$ cat src/rtl/fcs_pkg.sv
// Purpose: constants and types for the loop clock source mode control
// Assumes: 8-bit register port, one 20 MHz clock
// Notes: register offsets and the two control registers are local choices
package fcs_pkg;
    // ----------------------------------------------------------------
    // register map
    // ----------------------------------------------------------------
    localparam logic [1:0] REG_SC = 2'h0;
    localparam logic [1:0] REG_CTRL1 = 2'h1;
    localparam logic [1:0] REG_CTRL2 = 2'h2;
    localparam int SC_RANGE_LO = 6;
    localparam int SC_DMX = 5;
    localparam int SC_REF_ST = 4;
    localparam int SC_CLOCK_MODE_STATUS_LO = 2;
    localparam int SC_OSC = 1;
    localparam int SC_FINE_TRIM = 0;
    localparam int C1_SRC_LO = 6;
    localparam int C1_REF_DIVIDER_LO = 3;
    localparam int C1_REFSEL = 2;
    localparam int C1_INT_EN = 1;
    localparam int C1_INT_STOP = 0;
    localparam int C2_BUS_DIVIDER_LO = 6;
    localparam int C2_LP = 3;
    localparam int C2_OSC_REQ = 2;
    localparam int C2_EXT_EN = 1;
    localparam int C2_EXT_STOP = 0;
    // ----------------------------------------------------------------
    // encodings and reset values
    // ----------------------------------------------------------------
    localparam logic [1:0] RANGE_LOW = 2'h0;
    localparam logic [1:0] RANGE_MID = 2'h1;
    localparam logic [1:0] RANGE_HIGH = 2'h2;
    localparam logic [1:0] RANGE_RSVD = 2'h3;
    localparam logic [1:0] SRC_LOOP = 2'h0;
    localparam logic [1:0] SRC_INT = 2'h1;
    localparam logic [1:0] SRC_EXT = 2'h2;
    localparam logic [1:0] SRC_RSVD = 2'h3;
    localparam logic [1:0] BUS_DIVIDER_RST = 2'h1;
    localparam logic [2:0] REF_DIVIDER_RST = 3'h0;
    localparam logic [10:0] FACT_LOW = 11'h200;
    localparam logic [10:0] FACT_LOW_MX = 11'h260;
    localparam logic [10:0] FACT_MID = 11'h400;
    localparam logic [10:0] FACT_MID_MX = 11'h4C0;
    localparam logic [10:0] FACT_HIGH = 11'h600;
    localparam logic [10:0] FACT_HIGH_MX = 11'h720;
    localparam logic [3:0] BUS_DIVIDER_FACT_RST = 4'h2;
    // pin synchroniser lanes
    localparam int PIN_N = 4;
    localparam int PIN_DBG = 0;
    localparam int PIN_OSC = 1;
    localparam int PIN_EXT = 2;
    localparam int PIN_LOCK = 3;
    // cycles after reset release before the trim strap is taken
    localparam logic [1:0] TRIM_LOAD_CYC = 2'h3;

    typedef enum logic [2:0] {
        MODE_ENG_INT,
        MODE_ENG_EXT,
        MODE_BYP_INT,
        MODE_BYP_INT_LP,
        MODE_BYP_EXT,
        MODE_BYP_EXT_LP,
        MODE_STOP
    } fcs_mode_t;

    typedef struct packed {
        logic [1:0] main_sel;
        logic loop_en;
        logic loop_ref_int;
        logic local_clk_en;
        logic int_ref_on;
        logic int_ref_out_en;
        logic ext_ref_on;
        logic ext_src_on;
    } fcs_gate_t;

    typedef struct packed {
        logic [1:0] src_sel;
        logic [2:0] ref_div;
        logic ref_sel;
        logic int_en;
        logic int_stop;
        logic [1:0] bus_div;
        logic lp;
        logic osc_req;
        logic ext_en;
        logic ext_stop;
    } fcs_ctrl_t;
endpackage

$ cat src/rtl/fcs_mode_ctrl.sv
// Purpose: mode control, status and gating for the loop clock source
// Assumes: all bus and stop inputs on i_ref_clk; status pins asynchronous
// Notes: outputs are enables for the analog clock tree, not clocks
//
// Chosen here: strobed register access and the address map.
`timescale 1ns/1ns
module fcs_mode_ctrl
    import fcs_pkg::*;
(
    input wire logic i_ref_clk, // 20 MHz block clock
    input wire logic i_nrst, // async reset, active low
    input wire logic i_clk_en, // freezes all state when low
    input wire logic [1:0] i_addr, // register index
    input wire logic [7:0] i_wdata, // write data
    input wire logic i_wr, // write strobe
    input wire logic i_rd, // read strobe
    output logic [7:0] o_rdata, // read data, cycle after read
    input wire logic i_stop_req, // chip stop state, same clock
    input wire logic i_debug_active, // debug mode pin, async
    input wire logic i_osc_init_done, // oscillator init cycles done, async
    input wire logic i_ext_ref_ok, // divided external ref usable, async
    input wire logic i_loop_locked, // loop output usable, async
    input wire logic i_factory_fine_trim, // factory fine trim strap
    output fcs_gate_t o_gate, // clock tree enables
    output fcs_mode_t o_mode, // current operating state
    output logic [1:0] o_range_code, // loop range to analog
    output logic o_max_freq_finetune, // 32.768 kHz tuning to analog
    output logic [10:0] o_fll_factor, // loop multiplication factor
    output logic o_fine_trim, // internal reference fine trim
    output logic [2:0] o_ref_divider, // external reference divider code
    output logic [3:0] o_bus_div_factor // bus clock divide factor
);
    // ----------------------------------------------------------------
    // functions
    // ----------------------------------------------------------------
    function automatic fcs_mode_t run_mode(input logic [1:0] src, input logic lp,
                                           input logic dbg, input logic ref_int);
        fcs_mode_t m;
        m = MODE_ENG_INT;
        case (src)
            SRC_INT: begin
                m = (lp && !dbg) ? MODE_BYP_INT_LP : MODE_BYP_INT;
            end
            SRC_EXT: begin
                m = (lp && !dbg) ? MODE_BYP_EXT_LP : MODE_BYP_EXT;
            end
            default: begin
                m = ref_int ? MODE_ENG_INT : MODE_ENG_EXT;
            end
        endcase
        return m;
    endfunction

    function automatic logic [1:0] mode_src(input fcs_mode_t m);
        logic [1:0] s;
        s = SRC_LOOP;
        case (m)
            MODE_BYP_INT, MODE_BYP_INT_LP: s = SRC_INT;
            MODE_BYP_EXT, MODE_BYP_EXT_LP: s = SRC_EXT;
            default: s = SRC_LOOP;
        endcase
        return s;
    endfunction

    function automatic logic uses_ext(input fcs_mode_t m);
        return (m == MODE_ENG_EXT) || (m == MODE_BYP_EXT) || (m == MODE_BYP_EXT_LP);
    endfunction

    function automatic logic [10:0] fll_factor(input logic [1:0] rng, input logic mx);
        logic [10:0] f;
        f = mx ? FACT_LOW_MX : FACT_LOW;
        case (rng)
            RANGE_MID: f = mx ? FACT_MID_MX : FACT_MID;
            RANGE_HIGH: f = mx ? FACT_HIGH_MX : FACT_HIGH;
            default: f = mx ? FACT_LOW_MX : FACT_LOW;
        endcase
        return f;
    endfunction

    function automatic fcs_gate_t gate_of(input fcs_mode_t m, input fcs_ctrl_t c);
        fcs_gate_t g;
        g = '0;
        g.main_sel = mode_src(m);
        g.int_ref_out_en = c.int_en;
        g.ext_src_on = c.ext_en;
        g.ext_ref_on = c.ext_en;
        g.loop_ref_int = (m == MODE_ENG_INT) || (m == MODE_BYP_INT) || (m == MODE_BYP_INT_LP);
        case (m)
            MODE_ENG_INT, MODE_BYP_INT: begin
                g.loop_en = 1'b1;
                g.local_clk_en = 1'b1;
                g.int_ref_on = 1'b1;
            end
            MODE_ENG_EXT, MODE_BYP_EXT: begin
                g.loop_en = 1'b1;
                g.local_clk_en = 1'b1;
                g.ext_ref_on = 1'b1;
                g.ext_src_on = 1'b1;
                g.int_ref_on = c.int_en;
            end
            MODE_BYP_INT_LP: begin
                g.int_ref_on = 1'b1;
            end
            MODE_BYP_EXT_LP: begin
                g.ext_ref_on = 1'b1;
                g.ext_src_on = 1'b1;
                g.int_ref_on = c.int_en;
            end
            MODE_STOP: begin
                g.main_sel = SRC_LOOP;
                g.loop_ref_int = 1'b0;
                g.int_ref_on = c.int_en && c.int_stop;
                g.int_ref_out_en = c.int_en && c.int_stop;
                g.ext_ref_on = 1'b0;
                g.ext_src_on = c.ext_en && c.ext_stop;
            end
            default: begin
                g.int_ref_on = 1'b1;
            end
        endcase
        return g;
    endfunction

    // ----------------------------------------------------------------
    // state
    // ----------------------------------------------------------------
    fcs_ctrl_t ctrl_q;
    logic [1:0] range_sel_q;
    logic dmx_q;
    logic fine_trim_q;
    logic [4:0] xfer_s1_q;
    logic [4:0] xfer_s2_q;
    logic [1:0] range_st_q;
    logic ref_st_q;
    fcs_mode_t run_q;
    logic in_stop_q;
    logic osc_rdy_q;
    logic [PIN_N-1:0] pin_s1_q;
    logic [PIN_N-1:0] pin_s2_q;
    logic [PIN_N-1:0] pin_s3_q;
    logic [PIN_N-1:0] pin_q;
    logic [1:0] trim_cnt_q;
    logic trim_loaded_q;
    logic [7:0] rdata_q;
    fcs_gate_t gate_q;
    fcs_mode_t mode_q;
    logic [10:0] factor_q;
    logic [3:0] bus_divider_q;

    // ----------------------------------------------------------------
    // decode
    // ----------------------------------------------------------------
    wire logic wr_sc = i_wr && (i_addr == REG_SC);
    wire logic wr_c1 = i_wr && (i_addr == REG_CTRL1);
    wire logic wr_c2 = i_wr && (i_addr == REG_CTRL2);
    wire logic [1:0] wr_range = i_wdata[SC_RANGE_LO +: 2];
    wire logic range_wr_ok = wr_sc && !ctrl_q.lp && (wr_range != RANGE_RSVD);
    wire logic [1:0] wr_src = i_wdata[C1_SRC_LO +: 2];
    wire logic [1:0] wr_src_ok = (wr_src == SRC_RSVD) ? SRC_LOOP : wr_src;
    wire logic dbg = pin_q[PIN_DBG];
    // resynced view of the selections written by software
    wire logic [1:0] xsrc = xfer_s2_q[4:3];
    wire logic xref = xfer_s2_q[2];
    wire logic [1:0] xrange = xfer_s2_q[1:0];
    wire fcs_mode_t target = run_mode(xsrc, ctrl_q.lp, dbg, xref);
    wire logic [1:0] target_src = mode_src(target);
    wire logic [1:0] clock_mode_status = mode_src(run_q);
    wire logic loop_avail = (target_src != SRC_LOOP) || pin_q[PIN_LOCK];
    wire logic ext_avail = !uses_ext(target) || pin_q[PIN_EXT];
    wire logic switch_ok = (target_src == clock_mode_status) || (loop_avail && ext_avail);
    wire fcs_mode_t mode_w = in_stop_q ? MODE_STOP : run_q;
    wire logic ext_in_use = ctrl_q.ext_en || uses_ext(run_q);
    wire logic osc_set = ctrl_q.osc_req && ext_in_use && pin_q[PIN_OSC];
    wire logic osc_clr = !ctrl_q.osc_req || !ext_in_use;
    wire logic trim_load = !trim_loaded_q && (trim_cnt_q == TRIM_LOAD_CYC);
    wire logic [7:0] sc_rd = {range_st_q, dmx_q, ref_st_q, clock_mode_status, osc_rdy_q, fine_trim_q};
    wire logic [7:0] c1_rd = {ctrl_q.src_sel, ctrl_q.ref_div, ctrl_q.ref_sel,
                              ctrl_q.int_en, ctrl_q.int_stop};
    wire logic [7:0] c2_rd = {ctrl_q.bus_div, 2'h0, ctrl_q.lp, ctrl_q.osc_req,
                              ctrl_q.ext_en, ctrl_q.ext_stop};
    wire logic [7:0] rd_mux = (i_addr == REG_SC) ? sc_rd :
                              (i_addr == REG_CTRL1) ? c1_rd :
                              (i_addr == REG_CTRL2) ? c2_rd : 8'h00;
    wire logic [PIN_N-1:0] pin_agree = ~(pin_s2_q ^ pin_s3_q);
    // filtered pin value taken at this edge; the strap load needs it without a cycle of lag
    wire logic [PIN_N-1:0] pin_d = (pin_s3_q & pin_agree) | (pin_q & ~pin_agree);
    wire logic [PIN_N-1:0] pins = {i_loop_locked, i_ext_ref_ok, i_osc_init_done,
                                   i_debug_active};

    // ----------------------------------------------------------------
    // pin synchronisers
    // ----------------------------------------------------------------
    always_ff @(posedge i_ref_clk or negedge i_nrst) begin
        if (!i_nrst) begin
            pin_s1_q <= '0;
            pin_s2_q <= '0;
            pin_s3_q <= '0;
            pin_q <= '0;
        end else if (i_clk_en) begin
            pin_s1_q <= pins;
            pin_s2_q <= pin_s1_q;
            pin_s3_q <= pin_s2_q;
            pin_q <= pin_d;
        end
    end

    // ----------------------------------------------------------------
    // registers
    // ----------------------------------------------------------------
    always_ff @(posedge i_ref_clk or negedge i_nrst) begin
        if (!i_nrst) begin
            ctrl_q <= '{SRC_LOOP, REF_DIVIDER_RST, 1'b1, 1'b0, 1'b0, BUS_DIVIDER_RST, 1'b0, 1'b0, 1'b0, 1'b0};
            range_sel_q <= RANGE_LOW;
            dmx_q <= 1'b0;
        end else if (i_clk_en) begin
            if (range_wr_ok) begin
                range_sel_q <= wr_range;
            end
            if (wr_sc) begin
                dmx_q <= i_wdata[SC_DMX];
            end
            if (wr_c1) begin
                ctrl_q.src_sel <= wr_src_ok;
                ctrl_q.ref_div <= i_wdata[C1_REF_DIVIDER_LO +: 3];
                ctrl_q.ref_sel <= i_wdata[C1_REFSEL];
                ctrl_q.int_en <= i_wdata[C1_INT_EN];
                ctrl_q.int_stop <= i_wdata[C1_INT_STOP];
            end
            if (wr_c2) begin
                ctrl_q.bus_div <= i_wdata[C2_BUS_DIVIDER_LO +: 2];
                ctrl_q.lp <= i_wdata[C2_LP];
                ctrl_q.osc_req <= i_wdata[C2_OSC_REQ];
                ctrl_q.ext_en <= i_wdata[C2_EXT_EN];
                ctrl_q.ext_stop <= i_wdata[C2_EXT_STOP];
            end
        end
    end

    // fine trim: strap taken once the debug pin filter has settled
    always_ff @(posedge i_ref_clk or negedge i_nrst) begin
        if (!i_nrst) begin
            fine_trim_q <= 1'b0;
            trim_cnt_q <= 2'h0;
            trim_loaded_q <= 1'b0;
        end else if (i_clk_en) begin
            if (!trim_loaded_q) begin
                trim_cnt_q <= trim_cnt_q + 2'h1;
            end
            if (trim_load) begin
                fine_trim_q <= pin_d[PIN_DBG] ? 1'b0 : i_factory_fine_trim;
                trim_loaded_q <= 1'b1;
            end else if (wr_sc) begin
                fine_trim_q <= i_wdata[SC_FINE_TRIM];
            end
        end
    end

    // ----------------------------------------------------------------
    // status resync and mode state
    // ----------------------------------------------------------------
    always_ff @(posedge i_ref_clk or negedge i_nrst) begin
        if (!i_nrst) begin
            xfer_s1_q <= {SRC_LOOP, 1'b1, RANGE_LOW};
            xfer_s2_q <= {SRC_LOOP, 1'b1, RANGE_LOW};
            range_st_q <= RANGE_LOW;
            ref_st_q <= 1'b1;
            run_q <= MODE_ENG_INT;
            in_stop_q <= 1'b0;
            osc_rdy_q <= 1'b0;
        end else if (i_clk_en) begin
            xfer_s1_q <= {ctrl_q.src_sel, ctrl_q.ref_sel, range_sel_q};
            xfer_s2_q <= xfer_s1_q;
            range_st_q <= xrange;
            ref_st_q <= xref;
            in_stop_q <= i_stop_req;
            if (!in_stop_q && switch_ok) begin
                run_q <= target;
            end
            if (osc_set) begin
                osc_rdy_q <= 1'b1;
            end else if (osc_clr) begin
                osc_rdy_q <= 1'b0;
            end
        end
    end

    // ----------------------------------------------------------------
    // outputs
    // ----------------------------------------------------------------
    always_ff @(posedge i_ref_clk or negedge i_nrst) begin
        if (!i_nrst) begin
            rdata_q <= 8'h00;
            gate_q <= '0;
            mode_q <= MODE_ENG_INT;
            factor_q <= FACT_LOW;
            bus_divider_q <= BUS_DIVIDER_FACT_RST;
        end else if (i_clk_en) begin
            rdata_q <= i_rd ? rd_mux : 8'h00;
            gate_q <= gate_of(mode_w, ctrl_q);
            mode_q <= mode_w;
            factor_q <= fll_factor(range_st_q, dmx_q);
            bus_divider_q <= 4'(4'h1 << ctrl_q.bus_div);
        end
    end

    assign o_rdata = rdata_q;
    assign o_gate = gate_q;
    assign o_mode = mode_q;
    assign o_range_code = range_st_q;
    assign o_max_freq_finetune = dmx_q;
    assign o_fll_factor = factor_q;
    assign o_fine_trim = fine_trim_q;
    assign o_ref_divider = ctrl_q.ref_div;
    assign o_bus_div_factor = bus_divider_q;

    // ----------------------------------------------------------------
    // checks
    // ----------------------------------------------------------------
    a_range_rsvd_drop:
    assert property (@(posedge i_ref_clk) disable iff (!i_nrst)
        i_clk_en && wr_sc && (wr_range == RANGE_RSVD) |=> $stable(range_sel_q))
        else $error("reserved range code was stored");

    a_range_lp_hold:
    assert property (@(posedge i_ref_clk) disable iff (!i_nrst)
        i_clk_en && wr_sc && ctrl_q.lp |=> $stable(range_sel_q))
        else $error("range select changed while low power set");

    a_range_status_lag:
    assert property (@(posedge i_ref_clk) disable iff (!i_nrst)
        i_clk_en && range_wr_ok && (range_sel_q == range_st_q) && (xrange == range_st_q)
        && (xfer_s1_q[1:0] == range_st_q) |=> $stable(range_st_q) ##1 $stable(range_st_q))
        else $error("range status ahead of resync");

    a_factor_table:
    assert property (@(posedge i_ref_clk) disable iff (!i_nrst)
        (o_range_code == RANGE_HIGH) && o_max_freq_finetune && i_clk_en
        ##1 ($stable(o_range_code) && $stable(o_max_freq_finetune))
        |-> o_fll_factor == FACT_HIGH_MX)
        else $error("high range tuned factor wrong");

    a_stop_int_ref:
    assert property (@(posedge i_ref_clk) disable iff (!i_nrst)
        i_clk_en && in_stop_q |=> !o_gate.loop_en && !o_gate.local_clk_en
        && (o_gate.int_ref_out_en == $past(ctrl_q.int_en && ctrl_q.int_stop)))
        else $error("stop gating of loop or internal ref wrong");

    a_stop_ext_src:
    assert property (@(posedge i_ref_clk) disable iff (!i_nrst)
        i_clk_en && in_stop_q |=> o_gate.ext_src_on == $past(ctrl_q.ext_en && ctrl_q.ext_stop))
        else $error("stop gating of external source wrong");

    a_lp_int_gates:
    assert property (@(posedge i_ref_clk) disable iff (!i_nrst)
        i_clk_en && (mode_w == MODE_BYP_INT_LP) |=> !o_gate.loop_en && !o_gate.local_clk_en
        && (o_gate.main_sel == SRC_INT))
        else $error("internal low power gating wrong");

    a_switch_hold:
    assert property (@(posedge i_ref_clk) disable iff (!i_nrst)
        i_clk_en && !in_stop_q && (target_src != clock_mode_status) && !(loop_avail && ext_avail)
        |=> $stable(run_q))
        else $error("switched to an unavailable clock");

    a_osc_clear:
    assert property (@(posedge i_ref_clk) disable iff (!i_nrst)
        i_clk_en && !ctrl_q.osc_req |=> !osc_rdy_q)
        else $error("oscillator ready held without request");

    a_trim_debug:
    assert property (@(posedge i_ref_clk) disable iff (!i_nrst)
        i_clk_en && trim_load && pin_d[PIN_DBG] |=> !o_fine_trim && trim_loaded_q)
        else $error("fine trim not zero in debug");

    a_read_window:
    assert property (@(posedge i_ref_clk) disable iff (!i_nrst)
        i_clk_en && !i_rd |=> o_rdata == 8'h00)
        else $error("read data outside its cycle");
endmodule

$ cat config.mk
export PLATFORM = sky130hd
export DESIGN_NAME = fcs_mode_ctrl
export DESIGN_NICKNAME = d
export VERILOG_FILES = /design/src/rtl/fcs_pkg.sv /design/src/rtl/fcs_mode_ctrl.sv
export SDC_FILE = /design/constraint.sdc
export NUM_CORES = 1
export LEC_CHECK = 0
export ABC_AREA = 1
export ABC_CLOCK_PERIOD_IN_PS = 4100
export BUFFER_PORTS_ARGS = -buffer_cell sky130_fd_sc_hd__buf_2
export CAP_MARGIN = 10
export CORE_ASPECT_RATIO = 0.75
export CORE_MARGIN = 3
export CORE_UTILIZATION = 45
export CTS_CLUSTER_DIAMETER = 200
export DETAILED_ROUTE_END_ITERATION = 6
export PLACE_DENSITY = 0.76
export SETUP_SLACK_MARGIN = 0.3
export SYNTH_ARGS = -nofsm -noshare
export SYNTH_HDL_FRONTEND = slang
export SYNTH_SLANG_ARGS = --single-unit
$ cat constraint.sdc
create_clock -name i_ref_clk -period 4.1 [get_ports i_ref_clk]
set_input_delay 0.615 -clock i_ref_clk [delete_from_list [all_inputs] [get_ports i_ref_clk]]
set_output_delay 0.615 -clock i_ref_clk [all_outputs]
set_load 0.05 [all_outputs]
# After elaboration in Yosys (flattened, before gate mapping)
# Cells that the tools add are included.
[totals]
ff_bits = 89
output_inout_bits = 42
[classes]
add_sub_neg = 1
eq_ne = 26
n_shift = 1
n_mux = 28
n_bitwise = 7
reduce_logical = 53
[ops]
columns = ["op", "n"]
rows = [
  ["two-way mux 8 bit", 5],
  ["case mux 11 bit (2 select lines)", 1],
  ["equality test 3 bit, second input constant", 7],
  ["equality test 3 x 2 -> 1 bit, second input constant", 6],
  ["AND reduction 2 bit", 9],
  ["case mux 2 bit (2 select lines)", 4],
  ["logical AND 1 bit", 13],
  ["OR reduction 2 bit", 6],
  ["logical OR 1 bit", 11],
  ["two-way mux 1 bit", 11],
  ["equality test 2 bit, second input constant", 5],
  ["equality test 3 x 1 -> 1 bit, second input constant", 3],
  ["two-way mux 9 bit", 1],
  ["AND 4 bit", 2],
  ["inverter 4 bit", 2],
  ["logical NOT 1 bit", 7],
  ["two-way mux 7 bit", 1],
  ["equality test 2 x 1 -> 1 bit, second input constant", 3],
  ["case mux 3 bit (2 select lines)", 1],
  ["nonzero test 2 bit", 3],
  ["two-way mux 2 bit", 2],
  ["OR 4 bit", 1],
  ["OR reduction 4 bit", 1],
  ["<< shifter 1 x 2 -> 4 bit, first input constant", 1],
  ["other kinds (10)", 10],
]

# Longest topological paths before layout
# Gate-level depths: netlist of run 1.
[depth]
word_depth = 13
mapped_depth = 12
ltp_nobuf = 12

# Worst setup path after synthesis of run 1
# OpenSTA, ideal clock, no wires.
[synth_path]
path_kind = "flip-flop to output port"
start = "reg, netlist name o_gate[4]"
end = "out o_gate[6] in the netlist's numbering"
arrival_ns = 0.904
required_time_ns = 3.485
slack_ns = 2.581
path_stages_with_launch = 2
n_path_buf = 1
path_cell_list = "dfrtp_1 > buf_4"
[synth_rtl]
columns = ["element", "line_no", "rtl"]
rows = [
  ["to (decl)", "fcs_mode_ctrl.sv:24", "output fcs_gate_t o_gate,"],
]

# Worst setup path in the final report of run 1
[layout_path]
start = "reg range_st_q[0], in the netlist o_range_code[0]"
end = "out o_range_code[0]"
[layout_rtl]
columns = ["element", "line_no", "rtl"]
rows = [
  ["from (decl)", "fcs_mode_ctrl.sv:133", "logic [1:0] range_st_q;"],
  ["from (signal assigned)", "fcs_mode_ctrl.sv:273", "range_st_q <= xrange;"],
  ["to (decl)", "fcs_mode_ctrl.sv:26", "output logic [1:0] o_range_code,"],
]
# No word-level cell between the ends.

==> results by group, run 1 <==
Place
  – Gpl congestion: 0.8201
  – IO Port Bufs: 57
  – Post-detail-place hpwl: 5.334 mm
  – DP Area: 0.004023 sq mm

Logic synthesis
  – Post-synth design cell area: 0.003731 sq mm
  – Synth cell types: 34
  – Flops & latches, synth: 84
  – Syn Inst Count: 418
  – Syn. warnings: 0
  – Register area share after synthesis: 56.57%
  – Avg Cell Area, Syn: 8.926 sq um

Power and ir drop
  – Combinational power share: 28.9%
  – Pint: 0.001721 W
  – Power share of the clock group: 30.5%
  – Reg power frac: 40.6%
  – Max VDD drop: 447.2 uV
  – Sw Share: 36.83%
  – Pleak: 2.194 nW
  – Total Power: 0.002724 W
  – Psw: 0.001003 W
  – PD cells: 632.1 mW/mm^2

Critical path
  – Crit-path max cell delay: 490 ps
  – Slowest cell on crit path: dfrtp_1
  – RR Startpoint: xfer_s2_q[4]
  – R2R depth: 12
  – Worst setup startpoint: o_range_code[0]
  – Cell class contributing the biggest share of worst-path delay: flip-flops
  – Reg-to-reg endpoint: run_q[0]
  – CP Capture Point: o_range_code[0]
  – Crit Path Class: reg -> out
  – CP Capture Type: output port
  – Worst path depth: 1
  – Startpoint class of the critical path: register
  – R2r setup slk: 2560 ps
  – WP data required: 3480 ps
  – CP Buf/Inv Count: 1
  – Critical Path Fanout Max: 5
  – Crit path arrival time: 1160 ps
  – Worst path cell trace: buf_2

STA
  – Relative slew slack: 32.34%
  – Post-route minimum period: 1777 ps
  – Hold Slack: 436.1 ps
  – Final Hold Viols: 0
  – TNS Setup: 0 ps
  – Final Max Tran Viols: 0
  – Clock skew: 10.33 ps
  – Final Cycle Share: 43.34%
  – Unrepaired setup endpoints after global routing: no
  – Worst-Margin Slew: 1015 ps
  – Max Clk Rate: 562.7 MHz
  – Endpoints failing setup: 0

Hold path
  – Hold Path Class: in -> async

Detailed routing
  – Wire length per cell: 13.46 um
  – Vias per inst: 5.043
  – Routed Antenna Nets: 0
  – DRT iter0 DRCs: 210
  – Post-route DRC violation count: 0
  – Routed wire length: 7.792 mm
  – 1st-pass router iterations: 4
  – Via Count: 2920

Cells and area
  – Final instance area: 0.004309 sq mm
  – Most common cell after layout, fill and taps aside: nand2_1
  – Area Overhead vs Synth: 15.49%
  – Layout fillers: 733
  – Most frequent cells in the layout: nand2_1, dfrtp_1, buf_2
  – Core Util, Final: 53.95%
  – N_diodes: 0
  – Fraction of layout cells with a size suffix above 1: 21.52%
  – Fin nets: 497

Floorplan
  – Num ports: 63
  – Die Height: 84.86 um
  – Initial core utilization: 46.71%
  – Core area: 0.007988 sq mm
  – Width of the chip: 111.1 um
  – Die area: 0.009431 sq mm
  – Row count: 28

GRT
  – Largest net degree at the start of global routing: 85
  – Total track usage: 17.75%
  – Initial antenna violation count: 0
  – Total gr overflow: 0
  – First-pass GRT wire length: 13.46 mm
  – Number of global-route vias before repair: 2777

Clocking
  – H-Tree Depth: 3
  – # hold bufs at CTS: 0
  – TritonCTS clock tree: built
  – Resize count post-CTS: 0
  – Post-CTS setup buffer count: 0
  – Clk_lat worst skew: 360 ps
  – Worst-path clk slew: 90 ps
  – Clk sinks: 84
  – CTS buffer count: 9
  – Clock Tree Root: clkbuf_8
  – CTS Buffer Depth: 2

Job
  – Max Cap Viol: 0

Outcome
  – Status: completed
[Yosys cell counts]
master,instances,share of area [%]
o22ai_1,6,1.0
o21ai_1,16,2.1
clkbuf_1,3,0.30
a22o_1,1,0.23
inv_2,8,0.80
a21oi_1,12,1.6
dfrtp_1,77,52
nor2_2,2,0.34
a22oi_1,1,0.20
mux2_2,1,0.30
nor2_1,28,2.8
nand3_2,2,0.54
xnor2_1,1,0.23
o21bai_1,1,0.20
o211ai_1,2,0.40
nand4_1,1,0.17
buf_4,10,2.0
a221oi_1,3,0.70
a32o_1,1,0.27
nand3_1,9,1.2
buf_2,6,0.80
conb_1,1,0.10
nor3b_2,1,0.34
inv_1,35,3.5
nor2_4,3,0.91
nand2_2,3,0.50
o31ai_1,1,0.20
buf_6,3,0.91
ha_1,7,2.3
a31oi_1,2,0.34
nand2_1,126,13
dfstp_2,7,4.9
o211ai_2,1,0.34
o21ai_0,37,5.0
[registers in the layout (all words and copies together) (netlist names), 4 cells and up, named ones only]
signal	flops
pin_s3_q	4
pin_s1_q	4
o_bus_div_factor	4
pin_s2_q	4
o_rdata	8
xfer_s1_q	5
xfer_s2_q	5
o_fll_factor	6
c1_rd	5
o_gate	8
c2_rd	6
[how the worst min path moves through the flow]
stage / slack [ps] / depth (start not counted) / endpoint
final: 440 / 1 / o_gate[1]
after global routing: 450 / 3 / pin_s1_q[0]
after CTS: 440 / 3 / pin_s1_q[2]
after detailed placement: 460 / 2 / xfer_s1_q[2]
after global placement: 450 / 2 / xfer_s1_q[2]
after floorplan: 320 / 0 / asynchronous set/reset pin
[cell families (layout without fill, tap and decap cells)]
group,count (synthesis),after routing,synth area share [%]
buffers and inverters,65,117,8.350
AO/OA/AOI/OAI,84,84,12.61
flip-flops,84,84,56.57
adder cells (fa/ha/maj),7,7,2.347
multiplexers,1,1,0.3018
XOR/XNOR,1,1,0.2348
AND/OR/NAND/NOR,175,175,19.48
other,1,5,0.1005
[power by group through the flow]
| stage | combinational [W] | clock, W | sequential, W |
|---|---|---|---|
| 2_1_floorplan | 0.000366 | 0 | 0.00135 |
| 3_3_place_gp | 0.000774 | 0 | 0.00112 |
| 3_5_place_dp | 0.000790 | 0 | 0.00112 |
| 4_1_cts | 0.000794 | 0.000848 | 0.00111 |
| 5_1_grt | 0.000863 | 0.000886 | 0.00113 |
| 6_report | 0.000787 | 0.000831 | 0.00111 |
[routing by layer]
layer  global-route usage, %  vias up  part of all wire (%)
met1                   26.26     1376                    48
li1                        -     1431                     -
met5                       0        -                     0
met3                   5.061       12                   7.4
met4                   6.740        0                   1.6
met2                   24.89      101                    43
[layout make-up]
| class | count | area, sq um | share of cell area [%] |
|---|---|---|---|
| well taps | 105 | 131.4 | 3.049 |
| clock buffers | 9 | 123.9 | 2.875 |
| repair buffers | 58 | 295.3 | 6.852 |
| clock inverters | 7 | 162.7 | 3.775 |
| flip-flops and latches | 84 | 2111 | 48.98 |
| inverters | 43 | 161.4 | 3.746 |
| multi-input cells | 273 | 1324 | 30.72 |
[through the flow]
step,std cells,setup WS [ps]
2_1_floorplan,422,2581
3_3_place_gp,563,2158
3_5_place_dp,563,2081
4_1_cts,579,2306
5_1_grt,579,2284
6_report,579,2323
No activity file was read; power rests on OpenSTA's default activity.
==> run 2: changes to the inputs <==
Settings changed: ABC_CLOCK_PERIOD_IN_PS 4100 to 1650.
Clock period 4.1 ns to 1.65 ns, I/O delays scaled along.
==> run 2 against run 1 <==
Against the previous run: sequential power rose by 150%; clock skew about the same; critical path depth increased by 10; combinational power increased to 2.7 times the previous value; clock power grew 84%; largest power group unchanged.
==> results by group, run 2 (synthesis results as in run 1) <==
Critical path
  – Crit path arrival time: 1690 ps (+530 ps)
  – Critical Path Most Common Cell: nand2_1
  – Worst setup startpoint: xfer_s2_q[3]
  – CP Capture Type: register
  – Reg-to-reg endpoint: run_q[1]
  – R2r setup slk: 200 ps (-2360 ps)
  – WP data required: 1890 ps (-1590 ps)
  – Critical Path Fanout Max: 4 (-1)
  – Worst path cell trace: inv_2 > ha_4 > inv_2 > nand3_2 > nand3_2 > nand2_1 > nand2_1 > nand2_2 > nand2_2 > nand2_1 > nand2_1
  – Startpoint class of the critical path: register
  – RR Startpoint: xfer_s2_q[3]
  – Crit-path max cell delay: 420 ps (-70 ps)
  – Cell class contributing the biggest share of worst-path delay: simple AND/OR/NAND/NOR gates
  – Slowest cell on crit path: dfrtp_1
  – CP Buf/Inv Count: 2 (+1)
  – R2R depth: 11 (-1)
  – Crit Path Class: reg -> reg

Floorplan
  – Core area: 0.007988 sq mm (unchanged)
  – Die Height: 84.86 um (unchanged)
  – Num ports: 63 (unchanged)
  – Width of the chip: 111.1 um (unchanged)
  – Row count: 28 (unchanged)
  – Initial core utilization: 46.71% (unchanged)
  – Die area: 0.009431 sq mm (unchanged)

Detailed routing
  – 1st-pass router iterations: 5 (+1)
  – Routed wire length: 8.360 mm (+7.3%)
  – Wire length per cell: 14.15 um (+5.1%)
  – Post-route DRC violation count: 0 (unchanged)
  – Via Count: 3028 (+3.7%)
  – DRT iter0 DRCs: 140 (-33%)
  – Routed Antenna Nets: 0 (unchanged)
  – Vias per inst: 5.124 (+1.6%)

STA
  – Unrepaired setup endpoints after global routing: yes
  – Final Hold Viols: 0 (unchanged)
  – Post-route minimum period: 1446 ps
  – Clock skew: 10.20 ps (-0.1325 ps)
  – Endpoints failing setup: 0 (unchanged)
  – Worst setup margin: 203.6 ps (-2119 ps)
  – Max Clk Rate: 691.4 MHz
  – Final Max Tran Viols: 0 (unchanged)
  – TNS Setup: 0 ps (unchanged)
  – Final Cycle Share: 87.66%

Cells and area
  – Area Overhead vs Synth: 19.32%
  – Core Util, Final: 55.73% (+1.8 points)
  – Fin nets: 509 (+2.4%)
  – Most frequent cells in the layout: nand2_1, dfrtp_1, buf_2
  – Fraction of layout cells with a size suffix above 1: 27.16% (+5.6 points)
  – Most common cell after layout, fill and taps aside: nand2_1
  – N_diodes: 0 (unchanged)

Clocking
  – CTS Buffer Depth: 2 (unchanged)
  – Clock Tree Root: clkbuf_8
  – Worst-path clk slew: 80 ps (about the same)
  – Clk_lat worst skew: 350 ps (about the same)
  – Clk sinks: 84 (unchanged)
  – CTS buffer count: 9 (unchanged)
  – TritonCTS clock tree: built
  – H-Tree Depth: 3 (unchanged)

Hold path
  – Hold EP: pin_s1_q[1]
  – Hold depth: 3
  – Hold Path Class: in -> reg
  – HP Start: i_osc_init_done

GRT
  – Largest net degree at the start of global routing: 42 (-51%)
  – Number of global-route vias before repair: 3093 (+11%)
  – Initial antenna violation count: 0 (unchanged)
  – Total track usage: 18.86% (+1.1 points)
  – Total gr overflow: 0 (unchanged)
  – First-pass GRT wire length: 14.62 mm (+8.6%)

Place
  – Gpl congestion: 0.8239 (+0.46%)
  – IO Port Bufs: 57 (unchanged)
  – Pre-CTS setup slack: 170.5 ps (-1910 ps)
  – Post-detail-place hpwl: 5.933 mm (+11%)

Power and ir drop
  – Max VDD drop: 986.5 uV (+120%)
  – Pleak: 2.237 nW (+1.9%)
  – PD cells: 1439 mW/mm^2 (+130%)
  – Total Power: 0.006406 W (+140%)

Job
  – Max Cap Viol: 0 (unchanged)

Outcome
  – Status: completed
-- run 2: layer usage --
metal  vias up  GRT usage [%]  part of all wire (%)
met5         -              0                     0
met4         0          6.077                   1.5
met3        15          4.847                   6.0
met2        88          29.96                    46
met1      1463          25.73                    46
li1       1462              -                     -
-- run 2: how the worst max path moves through the flow --
| stage | endpoint | depth (start not counted) |
|---|---|---|
| 2_1_floorplan | o_fll_factor[6] | 4 |
| 3_3_place_gp | run_q[1] | 12 |
| 3_5_place_dp | run_q[1] | 12 |
| 4_1_cts | run_q[1] | 11 |
| 5_1_grt | run_q[2] | 11 |
| 6_report | run_q[1] | 11 |
-- run 2: layout make-up --
cell class | instances | area (sq um)
multi-input combinational | 273 | 1384
clock buffer | 11 | 151.4
inverter | 43 | 163.9
fill | 750 | 3536
clock inverter | 5 | 60.06
tap | 105 | 131.4
timing repair buffer | 70 | 446.7
sequential | 84 | 2115
-- run 2: per-stage QoR --
stage	hold WS, ps	cells	instance area (sq um)
detailed placement	149.7	570	4114
floorplan	-48.09	422	3747
global placement	146.8	570	4114
finish	92.61	591	4452
CTS	77.31	589	4405
global route	92.62	591	4452
-- run 2: worst reg2reg max path, stage by stage (launching register included) --
cell and delay [ps]:
dfrtp_1 420, inv_2 90, ha_4 280, inv_2 30, nand3_2 70, nand3_2 70
nand2_1 50, nand2_1 50, nand2_2 90, nand2_2 70, nand2_1 60, nand2_1 50
-- run 2: report_power, final --
part	internal, W	switching, W	leakage (nW)
Clock	0.000785	0.000746	0.106
Combinational	0.000592	0.00151	1.09
Sequential	0.00248	0.000294	1.04
Total	0.00385	0.00255	2.24
-- run 2: repair_timing --
item | 4_1_cts | 5_1_grt
endpoints found under the setup margin | 6 | 9
gates resized for setup | 17 | 13
endpoints found under the hold margin | 18 | 0
setup buffers | 2 | 2
cloned | 0 | 0
hold buffers | 1 | 0
pin swaps | 2 | 2
==> run 3: changes to the inputs <==
Settings changed: BUFFER_PORTS_ARGS -buffer_cell sky130_fd_sc_hd__buf_2 to -buffer_cell sky130_fd_sc_hd__clkbuf_2.
==> run 3 against run 2 <==
Against the previous run: total power grew 2.8%; critical endpoint is now run_q[0]; first-iteration DRC count is 33% higher; routed wire length grew 1.0%; clock power up 9.8%; hold slack better by 2.8 ps; final area is 0.79% higher.
==> results by group, run 3 (synthesis results as in run 1) <==
Outcome
  – Status: completed

Floorplan
  – Row count: 28 (unchanged)
  – Width of the chip: 111.1 um (unchanged)
  – Initial core utilization: 46.71% (unchanged)
  – Die area: 0.009431 sq mm (unchanged)
  – Die Height: 84.86 um (unchanged)
  – Core area: 0.007988 sq mm (unchanged)
  – Num ports: 63 (unchanged)

Detailed routing
  – Routed Antenna Nets: 0 (unchanged)
  – Vias per inst: 5.111 (-0.25%)
  – Post-route DRC violation count: 0 (unchanged)
  – 1st-pass router iterations: 4 (-1)
  – Routed wire length: 8.446 mm (+1.0%)
  – Via Count: 3041 (+0.43%)
  – Wire length per cell: 14.19 um (+0.35%)
  – DRT iter0 DRCs: 186 (+33%)

STA
  – Endpoints failing setup: 0 (unchanged)
  – Post-route minimum period: 1445 ps (-1.111 ps)
  – Worst setup margin: 204.7 ps (+1.111 ps)
  – Final Cycle Share: 87.59% (about the same)
  – Clock skew: 8.357 ps (-1.840 ps)
  – Final Max Tran Viols: 0 (unchanged)
  – Max Clk Rate: 691.9 MHz (about the same)
  – Unrepaired setup endpoints after global routing: yes
  – TNS Setup: 0 ps (unchanged)
  – Final Hold Viols: 0 (unchanged)

Clocking
  – Clock Tree Root: clkbuf_8
  – Clk_lat worst skew: 350 ps (about the same)
  – Clk sinks: 84 (unchanged)
  – Worst-path clk slew: 80 ps (about the same)
  – H-Tree Depth: 3 (unchanged)
  – CTS Buffer Depth: 2 (unchanged)
  – CTS buffer count: 9 (unchanged)
  – TritonCTS clock tree: built

Place
  – Post-detail-place hpwl: 6.108 mm (+3.0%)
  – Gpl congestion: 0.7971 (-3.3%)
  – IO Port Bufs: 57 (unchanged)
  – Placed Cells incl. Taps: 574 (+0.70%)
  – Pre-CTS setup slack: 159.2 ps (-11.29 ps)
  – DP Area: 0.004119 sq mm (+0.12%)

Critical path
  – CP Buf/Inv Count: 2 (unchanged)
  – Reg-to-reg endpoint: run_q[0]
  – Critical Path Fanout Max: 4 (unchanged)
  – Crit path arrival time: 1690 ps (about the same)
  – Crit-path max cell delay: 440 ps (+20 ps)
  – Slowest cell on crit path: dfrtp_2
  – R2r setup slk: 200 ps (about the same)
  – Startpoint class of the critical path: register
  – RR Startpoint: xfer_s2_q[4]
  – R2R depth: 10 (-1)
  – Crit Path Class: reg -> reg
  – WP data required: 1900 ps (about the same)
  – CP Capture Point: run_q[0]
  – CP Capture Type: register
  – Worst setup startpoint: xfer_s2_q[4]
  – Critical Path Most Common Cell: nand2_2
  – Cell class contributing the biggest share of worst-path delay: simple AND/OR/NAND/NOR gates
  – Worst path cell trace: buf_4 > ha_1 > inv_2 > nand3_2 > nand2_1 > nand2_1 > nand2_2 > nand2_2 > nand2_2 > nand2_2
  – Worst path depth: 10 (-1)

Cells and area
  – N_diodes: 0 (unchanged)
  – Area Overhead vs Synth: 20.25%
  – Fin nets: 513 (+0.79%)
  – Final std cells w/o fill: 595 (+0.68%)
  – Most frequent cells in the layout: nand2_1, dfrtp_1, clkbuf_2
  – Fraction of layout cells with a size suffix above 1: 27.55% (+0.39 points)
  – Core Util, Final: 56.17% (+0.44 points)
  – Most common cell after layout, fill and taps aside: nand2_1
  – Final instance area: 0.004487 sq mm (+0.79%)

GRT
  – Initial antenna violation count: 0 (unchanged)
  – Number of global-route vias before repair: 3085 (-0.26%)
  – Largest net degree at the start of global routing: 31 (-26%)
  – Total gr overflow: 0 (unchanged)
  – First-pass GRT wire length: 14.52 mm (-0.66%)
  – Total track usage: 19.20% (+0.35 points)

Hold path
  – Hold Path Class: in -> reg

Power and ir drop
  – Pleak: 2.263 nW (+1.1%)
  – Max VDD drop: 1023 uV (+3.7%)
  – PD cells: 1468 mW/mm^2 (+2.0%)

Job
  – Max Cap Viol: 0 (unchanged)
-- run 3: worst min-delay path by stage --
stage                       startpoint                          to  slack, ps  cells past startpoint
after floorplan                 i_nrst  asynchronous set/reset pin        -50                      0
after global placement          i_nrst               trim_cnt_q[0]        200                      1
after detailed placement        i_nrst                 o_fine_trim        210                      1
after CTS                 i_ext_ref_ok                 pin_s1_q[2]         70                      3
after global routing        i_wdata[4]            o_ref_divider[1]        100                      3
final                     i_ext_ref_ok                 pin_s1_q[2]        100                      3
-- run 3: cell type report --
cell class / instances / area, sq um
multi-input cells: 273 / 1370
flip-flops and latches: 84 / 2117
repair buffers: 74 / 471.7
clock buffers: 12 / 165.2
fillers: 707 / 3501
well taps: 105 / 131.4
inverters: 43 / 161.4
clock inverters: 4 / 70.07
-- run 3: per-layer routing --
metal | global-route usage [%] | vias to the layer above | part of all wire, %
met5 | 0 | - | 0
li1 | - | 1462 | -
met2 | 30.56 | 109 | 47
met1 | 25.26 | 1450 | 44
met3 | 6.058 | 20 | 6.7
met4 | 6.630 | 0 | 1.9
-- run 3: what timing repair did --
action,CTS,global route
hold endpoints to repair,25,0
setup endpoints to repair,7,9
buffers inserted,2,2
pin swaps,3,4
resized for setup,18,12
hold buffers,1,0
-- run 3: metrics by stage --
stage | hold WS [ps] | total power [W]
2_1_floorplan | -48.09 | 0.004269
3_3_place_gp | 199.8 | 0.004720
3_5_place_dp | 208.4 | 0.004781
4_1_cts | 73.47 | 0.006566
5_1_grt | 95.92 | 0.006975
6_report | 95.39 | 0.006587
-- run 3: tightest hold or removal path, cell delays in order --
cell and delay, ps:
clkbuf_2 70, nand2_1 40, nand2_1 50
-- run 3: power by group --
| part | switching [W] | total (W) | internal, W |
|---|---|---|---|
| Sequential | 0.000297 | 0.00278 | 0.00248 |
| Combinational | 0.00153 | 0.00213 | 0.000598 |
| Clock | 0.000711 | 0.00168 | 0.000972 |
| Total | 0.00254 | 0.00659 | 0.00405 |
